$ cat config.mk
export PLATFORM = sky130hd
export DESIGN_NAME = sriov_function_id_mapper
export DESIGN_NICKNAME = d
export VERILOG_FILES = /design/src/verilog/fid_map_pkg.sv /design/src/verilog/fid_map_if.sv /design/src/verilog/rid_core.sv /design/src/verilog/sriov_function_id_mapper.sv
export SDC_FILE = /design/constraint.sdc
export NUM_CORES = 1
export LEC_CHECK = 0
export BUFFER_PORTS_ARGS = -buffer_cell sky130_fd_sc_hd__buf_2
export CAP_MARGIN = 20
export CELL_PAD_IN_SITES_DETAIL_PLACEMENT = 0
export CELL_PAD_IN_SITES_GLOBAL_PLACEMENT = 2
export CORE_MARGIN = 2
export CORE_UTILIZATION = 31
export DETAILED_ROUTE_END_ITERATION = 16
export PLACE_DENSITY_LB_ADDON = 0.25
export SETUP_SLACK_MARGIN = 0.15
export SLEW_MARGIN = 20
export SYNTH_ARGS = -nofsm -noshare
export SYNTH_HDL_FRONTEND = slang
export SYNTH_SLANG_ARGS = --single-unit
$ cat constraint.sdc
create_clock -name core_clk -period 8.1 [get_ports core_clk]
set_input_delay 0.405 -clock core_clk [delete_from_list [all_inputs] [get_ports core_clk]]
set_output_delay 0.405 -clock core_clk [all_outputs]
set_load 0.03 [all_outputs]
$ cat src/verilog/fid_map_pkg.sv
// constants shared by the function-number mapper and its requester-id core
// assumes a single core clock; no software-visible registers exist
package fid_map_pkg;

  // ----------------------------------------------------------------
  // capacity and widths
  // ----------------------------------------------------------------
  localparam int MAX_PF = 8;
  localparam int MAX_VF_TOTAL = 2048;
  localparam int PF_W = 3;
  localparam int VF_W = 11;
  localparam int FN_W = 12;
  localparam int BUS_W = 8;
  localparam int RID_W = 16;

  // ----------------------------------------------------------------
  // build-time defaults and fixed routing constants
  // ----------------------------------------------------------------
  localparam int DEF_NUM_PF = 4;
  localparam int DEF_DATA_W = 64;
  localparam logic [FN_W-1:0] VF_STRIDE = 12'h001;
  // requester id lives in header dword 1, bits 31:16, of the first beat
  localparam int RID_LSB = 48;

  // ----------------------------------------------------------------
  // reset values
  // ----------------------------------------------------------------
  localparam logic [PF_W-1:0] PF_RST = 3'h0;
  localparam logic [VF_W-1:0] VF_RST = 11'h000;
  localparam logic [RID_W-1:0] RID_RST = 16'h0000;
  localparam logic [1:0] RST_SYNC_RST = 2'h0;

  typedef int vf_count_t [MAX_PF];

  localparam vf_count_t DEF_VF_COUNT = '{4, 4, 4, 4, 0, 0, 0, 0};

  // first virtual-function slot (relative to end of pf block) for pf p
  function automatic int vf_base_of(vf_count_t c, int p);
    int s;
    s = 0;
    for (int i = 0; i < MAX_PF; i++)
    begin
      if (i < p)
      begin
        s += c[i];
      end
    end
    return s;
  endfunction : vf_base_of

endpackage : fid_map_pkg

$ cat src/verilog/fid_map_if.sv
// carrier between the packet front end and the requester-id core
// assumes both ends run on core_clk
`timescale 1ns/100ps
interface fid_map_if;
  import fid_map_pkg::*;
  logic [PF_W-1:0] pf_index;
  logic [VF_W-1:0] vf_index;
  logic is_vf;
  logic [BUS_W-1:0] bus_number;
  logic [RID_W-1:0] requester_id;
  logic [FN_W-1:0] function_number;
  logic index_error;

  modport front (output pf_index, vf_index, is_vf, bus_number,
                 input requester_id, function_number, index_error);
  modport core (input pf_index, vf_index, is_vf, bus_number,
                output requester_id, function_number, index_error);
endinterface : fid_map_if

$ cat src/verilog/rid_core.sv
// static function address map and requester-id arithmetic
// assumes indices are stable in the cycle they are used; purely combinational result
`timescale 1ns/100ps
module rid_core
  import fid_map_pkg::*;
#(
  parameter int NUM_PF = DEF_NUM_PF,
  parameter vf_count_t VF_COUNT = DEF_VF_COUNT
)
(
  input wire logic core_clk,
  input wire logic rst_core_n,
  fid_map_if.core map
);

  // ----------------------------------------------------------------
  // build-time offset table, one entry per pf
  // ----------------------------------------------------------------
  localparam int TOTAL_VF = vf_base_of(VF_COUNT, MAX_PF);

  logic [FN_W-1:0] vf_offset [MAX_PF];
  logic [VF_W:0] vf_limit [MAX_PF];

  // offsets are elaboration constants; no write path exists
  for (genvar g = 0; g < MAX_PF; g++)
  begin : g_map
    assign vf_offset[g] = FN_W'(NUM_PF + vf_base_of(VF_COUNT, g) - g);
    assign vf_limit[g] = (g < NUM_PF) ? (VF_W+1)'(VF_COUNT[g]) : '0;
  end

  // ----------------------------------------------------------------
  // function number and requester id
  // ----------------------------------------------------------------
  logic [FN_W-1:0] pf_fn;
  logic [FN_W-1:0] vf_fn;
  logic pf_bad;
  logic vf_bad;

  always_comb
  begin
    pf_fn = FN_W'(map.pf_index);
    // offset plus stride times index, relative to the parent pf
    vf_fn = pf_fn + vf_offset[map.pf_index] + FN_W'(VF_STRIDE * map.vf_index);
    pf_bad = (32'(map.pf_index) >= NUM_PF);
    vf_bad = map.is_vf && ({1'b0, map.vf_index} >= vf_limit[map.pf_index]);
    map.function_number = map.is_vf ? vf_fn : pf_fn;
    // ari: function numbers above 255 carry into the bus field
    map.requester_id = {map.bus_number, 8'h00} + RID_W'(map.function_number);
    map.index_error = pf_bad || vf_bad;
  end
endmodule : rid_core

$ cat src/verilog/sriov_function_id_mapper.sv
// transmit-side requester-id insertion for an sr-iov bridge
// assumes index, bus number and beat inputs come from logic on core_clk
`timescale 1ns/100ps

// What this block does
// - supports up to eight pfs and 2048 vfs in total.
// - function address map fixed at build time from pf and vf counts.
// - vf stride and offset are build constants, never changed at run time.
// - pfs take consecutive function numbers from zero.
// - vfs follow all pfs, one contiguous run per pf, in pf order.
// - with four pfs, pf0 vfs start at 4, pf1 vfs at N0+4.
// - indices captured when first-beat and beat-valid are both high.
// - requester id from indices, bus number, offset and stride, put in header.
module sriov_function_id_mapper
  import fid_map_pkg::*;
#(
  parameter int DATA_W = DEF_DATA_W,
  parameter int NUM_PF = DEF_NUM_PF,
  parameter vf_count_t VF_COUNT = DEF_VF_COUNT
)
(
  input wire logic core_clk,
  input wire logic rst_n,
  input wire logic tx_beat_valid,
  input wire logic tx_packet_first_beat,
  input wire logic tx_packet_last_beat,
  input wire logic [DATA_W-1:0] tx_beat_data,
  input wire logic [PF_W-1:0] requester_pf_index,
  input wire logic [VF_W-1:0] requester_vf_index,
  input wire logic requester_is_vf,
  input wire logic [BUS_W-1:0] captured_bus_number,
  output logic out_beat_valid,
  output logic out_packet_first_beat,
  output logic out_packet_last_beat,
  output logic [DATA_W-1:0] out_beat_data,
  output logic [RID_W-1:0] out_requester_id,
  output logic out_index_error
);

  // ----------------------------------------------------------------
  // reset release
  // ----------------------------------------------------------------
  logic [1:0] rst_sync_reg;
  logic rst_core_n;

  always_ff @(posedge core_clk or negedge rst_n)
  begin
    if (!rst_n)
    begin
      rst_sync_reg <= RST_SYNC_RST;
    end
    else
    begin
      rst_sync_reg <= {rst_sync_reg[0], 1'b1};
    end
  end

  assign rst_core_n = rst_sync_reg[1];

  // ----------------------------------------------------------------
  // index capture
  // ----------------------------------------------------------------
  logic start;
  logic [PF_W-1:0] pf_hold_reg;
  logic [PF_W-1:0] pf_hold_next;
  logic [VF_W-1:0] vf_hold_reg;
  logic [VF_W-1:0] vf_hold_next;
  logic is_vf_hold_reg;
  logic is_vf_hold_next;
  logic [BUS_W-1:0] bus_hold_reg;
  logic [BUS_W-1:0] bus_hold_next;

  fid_map_if map ();

  assign start = tx_packet_first_beat && tx_beat_valid;

  always_comb
  begin
    pf_hold_next = pf_hold_reg;
    vf_hold_next = vf_hold_reg;
    is_vf_hold_next = is_vf_hold_reg;
    bus_hold_next = bus_hold_reg;
    // indices move only on an accepted first beat
    if (start)
    begin
      pf_hold_next = requester_pf_index;
      vf_hold_next = requester_vf_index;
      is_vf_hold_next = requester_is_vf;
      bus_hold_next = captured_bus_number;
    end
  end

  always_ff @(posedge core_clk or negedge rst_core_n)
  begin
    if (!rst_core_n)
    begin
      pf_hold_reg <= PF_RST;
      vf_hold_reg <= VF_RST;
      is_vf_hold_reg <= 1'b0;
      bus_hold_reg <= '0;
    end
    else
    begin
      pf_hold_reg <= pf_hold_next;
      vf_hold_reg <= vf_hold_next;
      is_vf_hold_reg <= is_vf_hold_next;
      bus_hold_reg <= bus_hold_next;
    end
  end

  // the core sees the live values on the first beat so the id is ready without a bubble
  always_comb
  begin
    map.pf_index = pf_hold_next;
    map.vf_index = vf_hold_next;
    map.is_vf = is_vf_hold_next;
    map.bus_number = bus_hold_next;
  end

  rid_core #(
    .NUM_PF(NUM_PF),
    .VF_COUNT(VF_COUNT)
  ) u_rid_core (
    .core_clk(core_clk),
    .rst_core_n(rst_core_n),
    .map(map)
  );

  // ----------------------------------------------------------------
  // output stage with header rewrite
  // ----------------------------------------------------------------
  logic valid_next;
  logic first_next;
  logic last_next;
  logic [DATA_W-1:0] data_next;
  logic [RID_W-1:0] rid_next;
  logic err_next;

  always_comb
  begin
    valid_next = tx_beat_valid;
    first_next = tx_packet_first_beat && tx_beat_valid;
    last_next = tx_packet_last_beat && tx_beat_valid;
    data_next = tx_beat_data;
    rid_next = out_requester_id;
    err_next = out_index_error;
    if (start)
    begin
      data_next[RID_LSB +: RID_W] = map.requester_id;
      rid_next = map.requester_id;
      // a bad index still goes out; the flag lets the application drop it
      err_next = map.index_error;
    end
  end

  always_ff @(posedge core_clk or negedge rst_core_n)
  begin
    if (!rst_core_n)
    begin
      out_beat_valid <= 1'b0;
      out_packet_first_beat <= 1'b0;
      out_packet_last_beat <= 1'b0;
      out_beat_data <= '0;
      out_requester_id <= RID_RST;
      out_index_error <= 1'b0;
    end
    else
    begin
      out_beat_valid <= valid_next;
      out_packet_first_beat <= first_next;
      out_packet_last_beat <= last_next;
      out_beat_data <= data_next;
      out_requester_id <= rid_next;
      out_index_error <= err_next;
    end
  end
endmodule : sriov_function_id_mapper

== Word-level counts from Yosys, hierarchy flattened ==
Memories as Yosys holds them, arrays and structs flattened.
Cells that the tools add are included.

* Flip-flop bits (word level): 109
* Latch bits: 0
* Bits in writable memories: 0
* Memory bits (read-only): 192
* Bits of input ports: 92
* Output and inout bits: 84
* Word-level logic and storage cells: 34
* Memories: 2

{| class="wikitable"
|+ Memories
! name !! words !! bits a word !! read ports !! clocked after memory_dff !! wr ports !! RTL line !! source
|-
| (name not given) || 8 || 12 || 1 || 0 || 0 || rid_core.sv:45 || <nowiki>vf_bad = map.is_vf && ({1'b0, map.vf_index} >= vf_limit[map.pf_index]);</nowiki>
|-
| (name not given) || 8 || 12 || 1 || 0 || 0 || rid_core.sv:43 || <nowiki>vf_fn = pf_fn + vf_offset[map.pf_index] + FN_W'(VF_STRIDE * map.vf_index);</nowiki>
|}

* Add/sub/neg operators: 3
* $mul: 0
* Divide/modulo/power cells: 0
* Magnitude comparators: 3
* Equality and inequality tests: 0
* Shifts and indexed selects: 0
* Multiplexer cells: 10
* Bitwise gates (word level): 1
* Reductions and logical operators: 4

{| class="wikitable"
|+ Operator list
! cell !! count
|-
| $mux 12 || 5
|-
| $add 16x12->16 || 1
|-
| $mux 16 || 1
|-
| $add 12x11->12 || 1
|-
| $add 3x12->12 || 1
|-
| $ge 11x12->1 || 1
|-
| $mux 11 || 1
|-
| $mux 8 || 1
|-
| $ge 4x4->1 const B || 1
|-
| $not 3->4 || 1
|-
| $ge 3x3->1 const B || 1
|-
| $logic_and 1x1->1 || 3
|-
| $mux 3 || 1
|-
| $logic_or 1x1->1 || 1
|-
| $mux 1 || 1
|}

== Depth between registers and ports, before layout ==
Gate-level depths: netlist of run 1.

* Word-level depth: 11
* Gate-level depth with buffers: 20
* Mapped depth without buffers: 18

== Hierarchy ==
A second synthesis of run 1 with hierarchy kept.

* Cell total of the unflattened synthesis: 308
* Area, all modules: 4,406.7 um2

{| class="wikitable"
|+ By module, submodules not included
! module !! instances !! cells each !! area each (um2) !! sequential area each (um2)
|-
| sriov_function_id_mapper || 1 || 193 || 3,543.4 || 2,727.6
|-
| rid_core || 1 || 115 || 863.3 || 0.0
|}

== Worst setup path before layout of run 1 ==
Ideal clock, no wire load.

* Kind: input to register
* Start: in tx_packet_first_beat
* End: reg out_beat_data[60]
* Library setup time: 95 ps
* Arrival time: 4,178 ps
* Data required time: 8,005 ps
* Setup slack: 3,827 ps
* Cell stages on the path: 19
* Cell sequence: buf_6 -> nand2_8 -> buf_2 -> mux2i_1 -> ha_1 -> ha_1 -> o21bai_1 -> ha_1 -> o21ai_0 -> o21a_1 -> or4_1 -> a21boi_1 -> ha_1 -> inv_1 -> fa_1 -> nor2b_1 -> o21ai_0 -> and3_1 -> o31ai_1

* Longest elaborated chain between the ends: 11
* Elaborated cells on any way between the ends: 14
* Classes of those cells: add/sub: 3; mux: 8; bitwise: 1; reduce/logical: 1; memory: 1

{| class="wikitable"
|+ Ends and longest elaborated chain
! item !! RTL line !! source
|-
| start, declared || sriov_function_id_mapper.sv:25 || <nowiki>input wire logic tx_packet_first_beat,</nowiki>
|-
| $logic_and 1x1->1 * || sriov_function_id_mapper.sv:75 || <nowiki>assign start = tx_packet_first_beat && tx_beat_valid;</nowiki>
|-
| $mux 3 || sriov_function_id_mapper.sv:84 || <nowiki>if (start)</nowiki>
|-
| $not 3->4 (implied by the code) || rid_core.sv:43 ||
|-
| $mem_v2 8x12 || -- ||
|-
| $mux 12 (implied by the code) (2 in a row) || rid_core.sv:43 ||
|-
| $add 3x12->12 || rid_core.sv:43 ||
|-
| $add 12x11->12 || rid_core.sv:43 ||
|-
| $mux 12 || rid_core.sv:46 || <nowiki>map.function_number = map.is_vf ? vf_fn : pf_fn;</nowiki>
|-
| $add 16x12->16 || rid_core.sv:48 || <nowiki>map.requester_id = {map.bus_number, 8'h00} + RID_W'(map.function_number);</nowiki>
|-
| $mux 16 * || sriov_function_id_mapper.sv:147 || <nowiki>if (start)</nowiki>
|-
| via data_next[60] || sriov_function_id_mapper.sv:135 || <nowiki>logic [DATA_W-1:0] data_next;</nowiki>
|-
| end signal, assigned || sriov_function_id_mapper.sv:172 || <nowiki>out_beat_data <= data_next;</nowiki>
|-
| end, declared || sriov_function_id_mapper.sv:35 || <nowiki>output logic [DATA_W-1:0] out_beat_data,</nowiki>
|}

Mark *: on every way through the listed nets, which the timed path passes. The rest lies on a longest branch. The select of a mux whose other input is x is not followed.
A chain may end at the register's enable or synchronous reset.

== Final worst setup path of run 1 ==
* Start: in tx_beat_valid
* End: reg out_beat_data[62]

* Longest elaborated chain between the ends: 11
* Elaborated cells on any way between the ends: 14
* Classes of those cells: add/sub: 3; mux: 8; bitwise: 1; reduce/logical: 1; memory: 1

{| class="wikitable"
|+ Ends and longest elaborated chain
! item !! RTL line !! source
|-
| start, declared || sriov_function_id_mapper.sv:24 || <nowiki>input wire logic tx_beat_valid,</nowiki>
|-
| $logic_and 1x1->1 * || sriov_function_id_mapper.sv:75 ||
|-
| $mux 3 || sriov_function_id_mapper.sv:84 ||
|-
| $not 3->4 (implied by the code) || rid_core.sv:43 ||
|-
| $mem_v2 8x12 || -- ||
|-
| $mux 12 (implied by the code) (2 in a row) || rid_core.sv:43 ||
|-
| $add 3x12->12 || rid_core.sv:43 ||
|-
| $add 12x11->12 || rid_core.sv:43 ||
|-
| $mux 12 || rid_core.sv:46 ||
|-
| $add 16x12->16 || rid_core.sv:48 ||
|-
| $mux 16 * || sriov_function_id_mapper.sv:147 ||
|-
| via data_next[62] || sriov_function_id_mapper.sv:135 ||
|}

Marks and branches as above.

==> reports/qor.yml, run 1 <==
synth_seq_cells: 104
die_x_um: 118
grt_max_degree: 57
core_um2: 12700
wire_per_inst_um: 14.7
diodes: 0
syn_area_um2: 4030
slowest_stage: "mux2i_1"
worstPathArrival_ns: 4.89
cts_resized: 0
ant_nets: 0
clockRootBuffer: "clkbuf_16"
outcome: "finished clean"
fin_skew_ns: 0.00710
synthArstFlopShare_pct: 100
nets: 612
reg2reg_depth: 16
drc_errors: 0
maxSlewViolCount: 0
fmax_mhz: 214
setup_tns_ns: 0
drive_gt1_share_pct: 39.1
cts_tree: "built"
synth.net_count: 435
cpPeakStageDelay_ns: 0.51
numCtsBuffers: 9
cts_sinks: 104
placed_cell_area_um2: 5080
final_cell_area_um2: 5390
post_cts_buffers: 0
drt_first_pass_iters: 4
min_period_over_period_pct: 57.8
grt_pass1_wl_mm: 16.2
synthFlopType: "dfrtp_1"
gp_congestion: 0.769
path_class: "primary input to register"
wirelength_mm: 10.0
cp_max_fo: 56
fin_util_pct: 42.5
fin_crit_ns: 4.68
critPathTopFamily: "adder cells"
avgSynthCellArea_um2: 12.3
ys_warn_count: 0
hpwlAfterDp_mm: 7.63
dp_cells: 664
viasPerCell: 4.46
start_kind: "primary input"
leakage_nw: 2.79
io_buffers: 175
clk_path_buf_depth: 2
grt_pass1_vias: 3052
rsz0062_at_grt: "false"
ir_drop_v: 0.000109
cap_violations: 0
end_kind: "register"
synth_edf_count: 0
required_ns: 8.31
path_buf_inv: 2
finalPower_w: 0.00138
io_pins: 176
fin_cells: 681
hp-class: "primary input to register"
hold_depth: 1
syn_inst: 327
synth_cell_types: 43
path_common_cell: "ha_1"
rows: 41
htree_levels: 3
syn_to_final_growth_pct: 33.6
power_density_nw_per_um2: 257
clk_latency_ns: 0.35
worst_pin_slew_ns: 0.717
track_usage_pct: 15.0
dieHeight_um: 118
dieArea_um2: 13900
overflow: 0
path_clk_slew_ns: 0.07
initial_core_util_pct: 31.8
drt_iter0_drc: 172
path_cells: "buf_2 -> nand2_8 -> mux2i_1 -> ha_1 -> ha_1 -> o21bai_1 -> ha_1 -> o21ai_0 -> o21a_1 -> or4_1 -> a21boi_1 -> ha_1 -> inv_1 -> fa_1 -> nor2b_1 -> o21ai_0 -> a211oi_1 -> a211oi_1"
hold_violations: 0
seq_area_frac_synth_pct: 64.6
antenna_found_initial: 0
vias: 3037
cp.depth: 18
slew-limit-headroom_pct: 52.2
setup_viol: 0
largest_reg_flops: 64
==> power breakdown <==
group / switching (W) / internal [W] / leakage, nW
combinational: 0.000228 / 0.000127 / 1.40
clock: 0.000202 / 0.000231 / 0.150
sequential: 0.0000233 / 0.000573 / 1.23
total: 0.000453 / 0.000932 / 2.79
==> worst paths after layout <==
check	from	end	slack [ns]
worst min register to register	rst_sync_reg[1]	out_beat_data[31]	0.35
max in group asynchronous	rst_sync_reg[1]	out_requester_id[14]	6.60
worst min-delay path	tx_beat_data[20]	out_beat_data[20]	0.16
worst max-delay path	tx_beat_valid	out_beat_data[62]	3.42
worst max register to register	pf_hold_reg[1]	out_beat_data[62]	3.71
min in group asynchronous	rst_sync_reg[1]	out_beat_data[31]	0.35
==> metal layers <==
layer | GRT usage, % | share of wire (%) | vias to the layer above
met5 | 0 | 0 | -
met4 | 6.63 | 1.9 | 0
met3 | 3.49 | 5.0 | 13
met2 | 24.2 | 49 | 98
met1 | 19.2 | 44 | 1446
li1 | - | - | 1480
==> cell families after synthesis <==
kind of cell / after synthesis / share of synthesized area, %
AOI/OAI and AO/OA: 63 / 10.8
xor gates and xnor gates: 6 / 1.30
adders and majority gates: 16 / 5.34
buffers and inverters: 24 / 2.70
DFF: 104 / 64.6
muxes: 13 / 3.41
other: 1 / 0.0930
and+or+nand+nor: 100 / 11.8
==> placed cells by master, fill, tap and decap left out, drive strengths merged, types with 2 or more instances in the layout <==
cell type / instances
nor2: 13
clkinv: 2
a21oi: 6
nor3: 5
a21o: 12
clkbuf: 11
mux2i: 10
xnor2: 4
a22o: 2
o21ai: 11
fa: 2
nor2b: 3
nand2: 51
o31ai: 4
o2111ai: 2
buf: 177
o21a: 8
nand3: 11
and3: 4
dfrtp: 104
mux2: 3
or4: 3
o211ai: 2
nand4: 2
o21bai: 3
xor2: 2
ha: 14
inv: 15
a211oi: 9
nand2b: 2
==> synth_stat cells (3+ instances only) <==
cell	instances	area, µm²
o21bai_1	3	22.5
or4_1	3	22.5
a21oi_1	6	30.0
inv_1	12	45.0
dfrtp_1	104	2600
clkbuf_1	7	26.3
and3_1	4	25.0
buf_2	3	15.0
nand2_1	50	188
o31ai_1	4	30.0
xnor2_1	4	35.0
o21a_1	8	60.1
nand3_1	11	55.1
ha_1	14	175
nor2b_1	3	18.8
a211oi_1	9	67.6
nor2_1	13	48.8
a21o_1	12	90.1
nor3_1	5	25.0
mux2i_1	10	100
o21ai_0	11	55.1
==> final cells by class <==
cell class / instances / area [µm²]
inverters: 12 / 45.0
repair buffers: 178 / 901
well taps: 172 / 215
fillers: 1268 / 7290
multi-input cells: 199 / 1320
flip-flops and latches: 104 / 2610
clock buffers: 11 / 253
clock inverters: 5 / 45.0
==> per-stage QoR <==
stage	hold WS, ns	worst slack (ns)
after detailed placement	0.193	3.06
after global placement	0.191	3.21
after CTS	0.143	3.40
final	0.156	3.42
after floorplan	0.109	3.83
after global routing	0.136	2.98
==> repair_timing <==
action	CTS	global route
hold endpoints to repair	2	0
hold buffers	1	0
setup endpoints to repair	0	0
Power figures use the tool's default switching activity.
==> run 2: changes to the inputs <==
--- a/config.mk
+++ b/config.mk
@@ -5,12 +5,13 @@
 export SDC_FILE = /design/constraint.sdc
 export NUM_CORES = 1
 export LEC_CHECK = 0
+export ABC_AREA = 1
 export BUFFER_PORTS_ARGS = -buffer_cell sky130_fd_sc_hd__buf_2
 export CAP_MARGIN = 20
 export CELL_PAD_IN_SITES_DETAIL_PLACEMENT = 0
 export CELL_PAD_IN_SITES_GLOBAL_PLACEMENT = 2
 export CORE_MARGIN = 2
-export CORE_UTILIZATION = 31
+export CORE_UTILIZATION = 25
 export DETAILED_ROUTE_END_ITERATION = 16
 export PLACE_DENSITY_LB_ADDON = 0.25
 export SETUP_SLACK_MARGIN = 0.15
==> constraint.sdc (replaced) <==
create_clock -name core_clk -period 3.8 [get_ports core_clk]
set_input_delay 0.19 -clock core_clk [delete_from_list [all_inputs] [get_ports core_clk]]
set_output_delay 0.19 -clock core_clk [all_outputs]
set_load 0.03 [all_outputs]
==> reports/qor.yml, run 2 <==
cts_tree: "built"
outcome: "finished clean"
synth.most_common_cell: "nand2_1"
setup_viol: 0  # unchanged
wirelength_mm: 11.7  # +17%
fillers: 1662  # +31%
dp_cells: 811  # +22%
maxSlewViolCount: 0  # unchanged
die_x_um: 134  # +13%
worst_pin_slew_ns: 0.523  # -0.195 ns
final_cell_area_um2: 6370  # +18%
wire_per_inst_um: 13.3  # -9.7%
cp_max_fo: 4  # -93%
cap_violations: 0  # unchanged
htree_levels: 3  # unchanged
required_ns: 4.09  # -4.22 ns
largest_reg_flops: 64  # unchanged
antenna_found_initial: 0  # unchanged
place_ws_ns: -0.0519  # -3.11 ns
synth_xor_xnor_area_share_pct: 0.623  # -0.68 points
viasPerCell: 4.00  # -10%
nets: 763  # +25%
gp_congestion: 0.752  # -2.2%
end_kind: "register"
synth_cell_types: 31  # -28%
cpPeakStageDelay_ns: 0.43  # -0.08 ns
fin_crit_ns: 3.45
overflow: 0  # unchanged
synth_top_family_by_area: "simple AND/OR/NAND/NOR gates"
path_class: "register to register"
power_density_nw_per_um2: 484  # +88%
slowest_stage: "fa_2"
clk_path_buf_depth: 2  # unchanged
synth-adder-area-share_pct: 5.11  # -0.23 points
synth_seq_cells: 108  # +3.8%
fin_cells: 880  # +29%
rsz0062_at_grt: "false"
hpwlAfterDp_mm: 8.38  # +9.8%
synth.largest_area_cell: "dfrtp_1"
drive_gt1_share_pct: 39.1  # about the same
core_um2: 16500  # +30%
leakage_nw: 3.44  # +23%
yosys.area_share.simple_pct: 20.7  # +9.0 points
grt_max_degree: 81  # +42%
placed_cell_area_um2: 5450  # +7.4%
syn_inst: 408  # +25%
synth.area.top_cells: "dfrtp_1 64%, nand2_1 13%, ha_1 4.2%"
initial_core_util_pct: 25.5  # -6.3 points
syn_area_um2: 4220  # +4.6%
grt_pass1_vias: 3694  # +21%
io_pins: 176  # unchanged
synth_compound_area_share_pct: 4.36  # -6.5 points
fin_util_pct: 38.6  # -3.9 points
ys_warn_count: 0  # unchanged
drc_errors: 0  # unchanged
fin_hold_ws_ns: 0.0279  # -0.128 ns
hold_violations: 0  # unchanged
path_buf_inv: 3  # +1
path_cells: "or2_2 -> o21ai_2 -> ha_4 -> ha_4 -> o21bai_1 -> ha_1 -> nand2_1 -> inv_1 -> o21ai_2 -> nand3_2 -> buf_4 -> a21oi_1 -> nor2_1 -> ha_1 -> inv_1 -> fa_2 -> or2_2 -> nand2_1"
clk_latency_ns: 0.36  # about the same
numCtsBuffers: 9  # unchanged
worstPathArrival_ns: 3.75  # -1.14 ns
hp-class: "primary input to register"
rows: 47  # +15%
yosysTopAreaCellShare_pct: 64.1  # -0.44 points
critPathTopFamily: "adder cells"
dieHeight_um: 134  # +13%
setup_ws_ns: 0.347  # -3.07 ns
seq_area_frac_synth_pct: 64.1  # -0.44 points
min_period_over_period_pct: 90.9
syn_to_final_growth_pct: 51.2
synthArstFlopShare_pct: 100  # unchanged
dieArea_um2: 17900  # +29%
ant_nets: 0  # unchanged
diodes: 0  # unchanged
synth.net_count: 516  # +19%
synthFlopType: "dfrtp_1"
cts_sinks: 108  # +3.8%
layout_common_cells: "175 x buf_2, 139 x nand2_1, 107 x dfrtp_1, 49 x dlygate4sd3_1, 35 x inv_1"
start_kind: "register"
clockRootBuffer: "clkbuf_16"
seq_area_um2: 2710  # +3.8%
final_common_cell: "buf_2"
multi_input_area_um2: 1400  # +5.8%
ir_drop_v: 0.000209  # +91%
path_clk_slew_ns: 0.08  # about the same
avgSynthCellArea_um2: 10.3  # -16%
io_buffers: 175  # unchanged
fmax_mhz: 290
slew-limit-headroom_pct: 65.2  # +13 points
track_usage_pct: 13.4  # -1.5 points
vias: 3521  # +16%
synthMuxAreaShare_pct: 0  # -3.4 points
grt_pass1_wl_mm: 18.7  # +15%
fin_skew_ns: 0.0119  # +0.00477 ns
drt_first_pass_iters: 4  # unchanged
drt_iter0_drc: 94  # -45%
netlist_top_cells_count: "141 x nand2_1, 108 x dfrtp_1, 35 x inv_1"
synth_edf_count: 0  # unchanged
==> run 2: cell types whose count changed after synthesis, moves of 5 or more <==
cell,delta
nor3_1,-5
a21o_1,-12
nand2_2,+9
mux2i_1,-10
nand3_1,+10
a21oi_1,+5
a211oi_1,-9
inv_1,+23
nand2_1,+91
o21a_1,-8
==> run 2: final timing paths <==
path	startpoint	endpoint	slack [ns]	cells past startpoint
worst max-delay path	vf_hold_reg[2]	out_beat_data[57]	0.35	18
worst min-delay path	tx_beat_data[59]	out_beat_data[59]	0.03	3
worst max register to register	vf_hold_reg[2]	out_beat_data[57]	0.35	18
worst min register to register	rst_sync_reg[1]	out_beat_data[12]	0.31	0
max in group asynchronous	rst_sync_reg[1]	vf_hold_reg[4]	2.69	1
min in group asynchronous	rst_n	rst_sync_reg[0]	0.15	2
==> run 2: worst reg2reg max path, delay by kind of cell (launching register included) <==
kind / cells / cell delay, ns
AOI/OAI and AO/OA: 4 / 0.52
adders and majority gates: 5 / 1.30
buffers and inverters: 3 / 0.29
DFF: 1 / 0.36
and+or+nand+nor: 6 / 0.94
==> run 2: report_power, final <==
part	internal [W]	switching, W	total (W)	leakage, nW
Combinational	0.000320	0.000511	0.000831	2.00
Sequential	0.00126	0.0000469	0.00131	1.29
Clock	0.000482	0.000459	0.000941	0.149
==> run 2: through the flow <==
step                      TNS, ns  total power [W]
after global routing            0          0.00329
final                           0          0.00308
after global placement     -0.282          0.00209
after CTS                       0          0.00309
after floorplan                 0          0.00181
after detailed placement   -0.179          0.00209
==> run 2: routing by layer <==
layer  track usage, %  share of wire [%]  vias up  wire length [µm]
met5                0                  0        -                 0
li1                 -                  -     1763                 -
met4             4.96                1.4        0               165
met1             16.3                 44     1612              5120
met2             23.1                 48      134              5640
met3             3.29                6.4       12               752
==> run 2: final cells by class <==
type | instances | area share, %
sequential | 108 | 42.5
timing repair buffer | 245 | 24.3
multi-input combinational | 252 | 21.9
tap | 220 | 4.32
clock buffer | 10 | 3.75
inverter | 39 | 2.30
clock inverter | 6 | 0.981
==> run 2: logic make-up after synthesis <==
group                      after synthesis
xor gates and xnor gates                 3
other                                    1
DFF                                    108
adders and majority gates               16
AOI/OAI and AO/OA                       31
and+or+nand+nor                        201
buffers and inverters                   48
==> run 2: what timing repair did <==
action,in CTS,in global routing
gates resized for setup,1,18
pin swaps,1,7
hold endpoints to repair,50,0
setup buffers,0,3
hold buffers,49,0
cloned,0,0
endpoints found under the setup margin,8,14
==> run 3: changes to the inputs <==
--- a/config.mk
+++ b/config.mk
@@ -8,10 +8,8 @@
 export ABC_AREA = 1
 export BUFFER_PORTS_ARGS = -buffer_cell sky130_fd_sc_hd__buf_2
 export CAP_MARGIN = 20
-export CELL_PAD_IN_SITES_DETAIL_PLACEMENT = 0
-export CELL_PAD_IN_SITES_GLOBAL_PLACEMENT = 2
 export CORE_MARGIN = 2
-export CORE_UTILIZATION = 25
+export CORE_UTILIZATION = 43
 export DETAILED_ROUTE_END_ITERATION = 16
 export PLACE_DENSITY_LB_ADDON = 0.25
 export SETUP_SLACK_MARGIN = 0.15
==> reports/qor.yml, run 3 (synthesized netlist as in run 2, its figures left out) <==
antenna_found_initial: 0  # unchanged
cp_max_fo: 6  # +2
leakage_nw: 3.37  # -2.1%
clockRootBuffer: "clkbuf_8"
ir_drop_v: 0.000238  # +14%
cpPeakStageDelay_ns: 0.38  # -0.05 ns
core_um2: 9640  # -42%
power_density_nw_per_um2: 466  # -3.6%
path_common_cell: "nand2_1"
io_buffers: 175  # unchanged
cap_violations: 0  # unchanged
path_clk_slew_ns: 0.10  # +0.02 ns
grt_max_degree: 48  # -41%
die_x_um: 103  # -23%
syn_to_final_growth_pct: 45.7
wire_per_inst_um: 14.9  # +12%
overflow: 0  # unchanged
path_class: "register to register"
fin_skew_ns: 0.00941  # -0.00246 ns
slew-limit-headroom_pct: 58.2  # -7.0 points
final_common_cell: "buf_2"
largest_reg_flops: 64  # unchanged
io_pins: 176  # unchanged
wirelength_mm: 11.7  # +0.61%
use_met3_pct: 4.68  # +1.4 points
initial_core_util_pct: 43.7  # +18 points
htree_levels: 3  # unchanged
clk_path_buf_depth: 2  # unchanged
grt_util_met1_pct: 27.1  # +11 points
drive_gt1_share_pct: 39.0  # -0.067 points
nets: 759  # -0.52%
start_kind: "register"
viasPerCell: 4.61  # +15%
dieArea_um2: 10600  # -41%
layout_common_cells: "175 x buf_2, 138 x nand2_1, 107 x dfrtp_1, 50 x dlygate4sd3_1, 34 x inv_1"
hp-class: "primary input to register"
diodes: 0  # unchanged
setup_viol: 0  # unchanged
numCtsBuffers: 9  # unchanged
fin_crit_ns: 3.39  # -0.0586 ns
drc_errors: 0  # unchanged
setup_tns_ns: 0  # unchanged
gr-max-usage-layer: "met2"
vias: 3637  # +3.3%
rsz0062_at_grt: "false"
finalPower_w: 0.00286  # -7.2%
outcome: "finished clean"
fin_cells: 789  # -10%
hpwlAfterDp_mm: 7.65  # -8.8%
gp_congestion: 0.970  # +29%
required_ns: 4.06  # -0.03 ns
min_period_over_period_pct: 89.3  # -1.5 points
fin_util_pct: 63.7  # +25 points
cp.depth: 25  # +7
track_usage_pct: 21.9  # +8.5 points
hold_violations: 0  # unchanged
worstPathArrival_ns: 3.65  # -0.10 ns
critPathTopFamily: "simple AND/OR/NAND/NOR gates"
fmax_mhz: 295  # +1.7%
clk_latency_ns: 0.37  # about the same
rows: 36  # -23%
worst_pin_slew_ns: 0.627  # +0.105 ns
grtUsageMet2_pct: 38.2  # +15 points
drt_first_pass_iters: 4  # unchanged
hold_depth: 3  # unchanged
reg2reg_depth: 25  # +7
grt_pass1_vias: 3625  # -1.9%
cts_tree: "built"
cts_sinks: 108  # unchanged
dp_cells: 718  # -11%
rrSetupSlack_ns: 0.41  # +0.06 ns
path_buf_inv: 3  # unchanged
dieHeight_um: 103  # -23%
grt_pass1_wl_mm: 17.7  # -5.4%
end_kind: "register"
slowest_stage: "dfrtp_1"
drt_iter0_drc: 144  # +53%
ant_nets: 0  # unchanged
maxSlewViolCount: 0  # unchanged
==> run 3: final timing paths <==
kind                                     end        startpoint
setup / recovery           out_beat_data[63]    pf_hold_reg[1]
hold / removal             out_beat_data[58]  tx_beat_data[58]
setup reg to reg           out_beat_data[63]    pf_hold_reg[1]
hold reg to reg            out_beat_data[46]   rst_sync_reg[1]
max in group asynchronous    bus_hold_reg[5]   rst_sync_reg[1]
min in group asynchronous    rst_sync_reg[0]             rst_n
==> run 3: routing by layer <==
layer	wire (µm)	vias to the layer above
met5	0	-
met4	190	0
met3	735	18
met2	5910	126
met1	4910	1739
li1	-	1754
==> run 3: tightest hold or removal path: stages <==
cell and delay, ns:
buf_2 0.08, nand2_1 0.04, nand2_1 0.05
==> run 3: per-stage QoR <==
stage | hold slack (ns) | area, µm² | setup slack (ns)
2_1_floorplan | -0.106 | 4220 | 0.155
3_3_place_gp | -0.0248 | 5290 | 0.117
3_5_place_dp | -0.0205 | 5320 | 0.00625
4_1_cts | 0.00272 | 6030 | 0.171
5_1_grt | 0.0126 | 6140 | 0.115
6_report | 0.0200 | 6140 | 0.406
==> run 3: repair_timing <==
item	4_1_cts	5_1_grt
endpoints found under the hold margin	51	0
setup buffers	1	4
hold buffers	50	0
pin swaps	1	15
endpoints found under the setup margin	12	14
resized for setup	3	20
==> run 3: where the power goes <==
part / internal, W / switching, W
clock network: 0.000309 / 0.000396
registers: 0.00126 / 0.0000524
logic: 0.000319 / 0.000521
total: 0.00189 / 0.000969
==> run 3: area by class of cell <==
type	instances	area, µm²
sequential	108	2710
fill	796	3500
clock buffer	9	124
inverter	39	146
multi-input combinational	252	1380
clock inverter	7	76.3
tap	133	166
timing repair buffer	241	1540
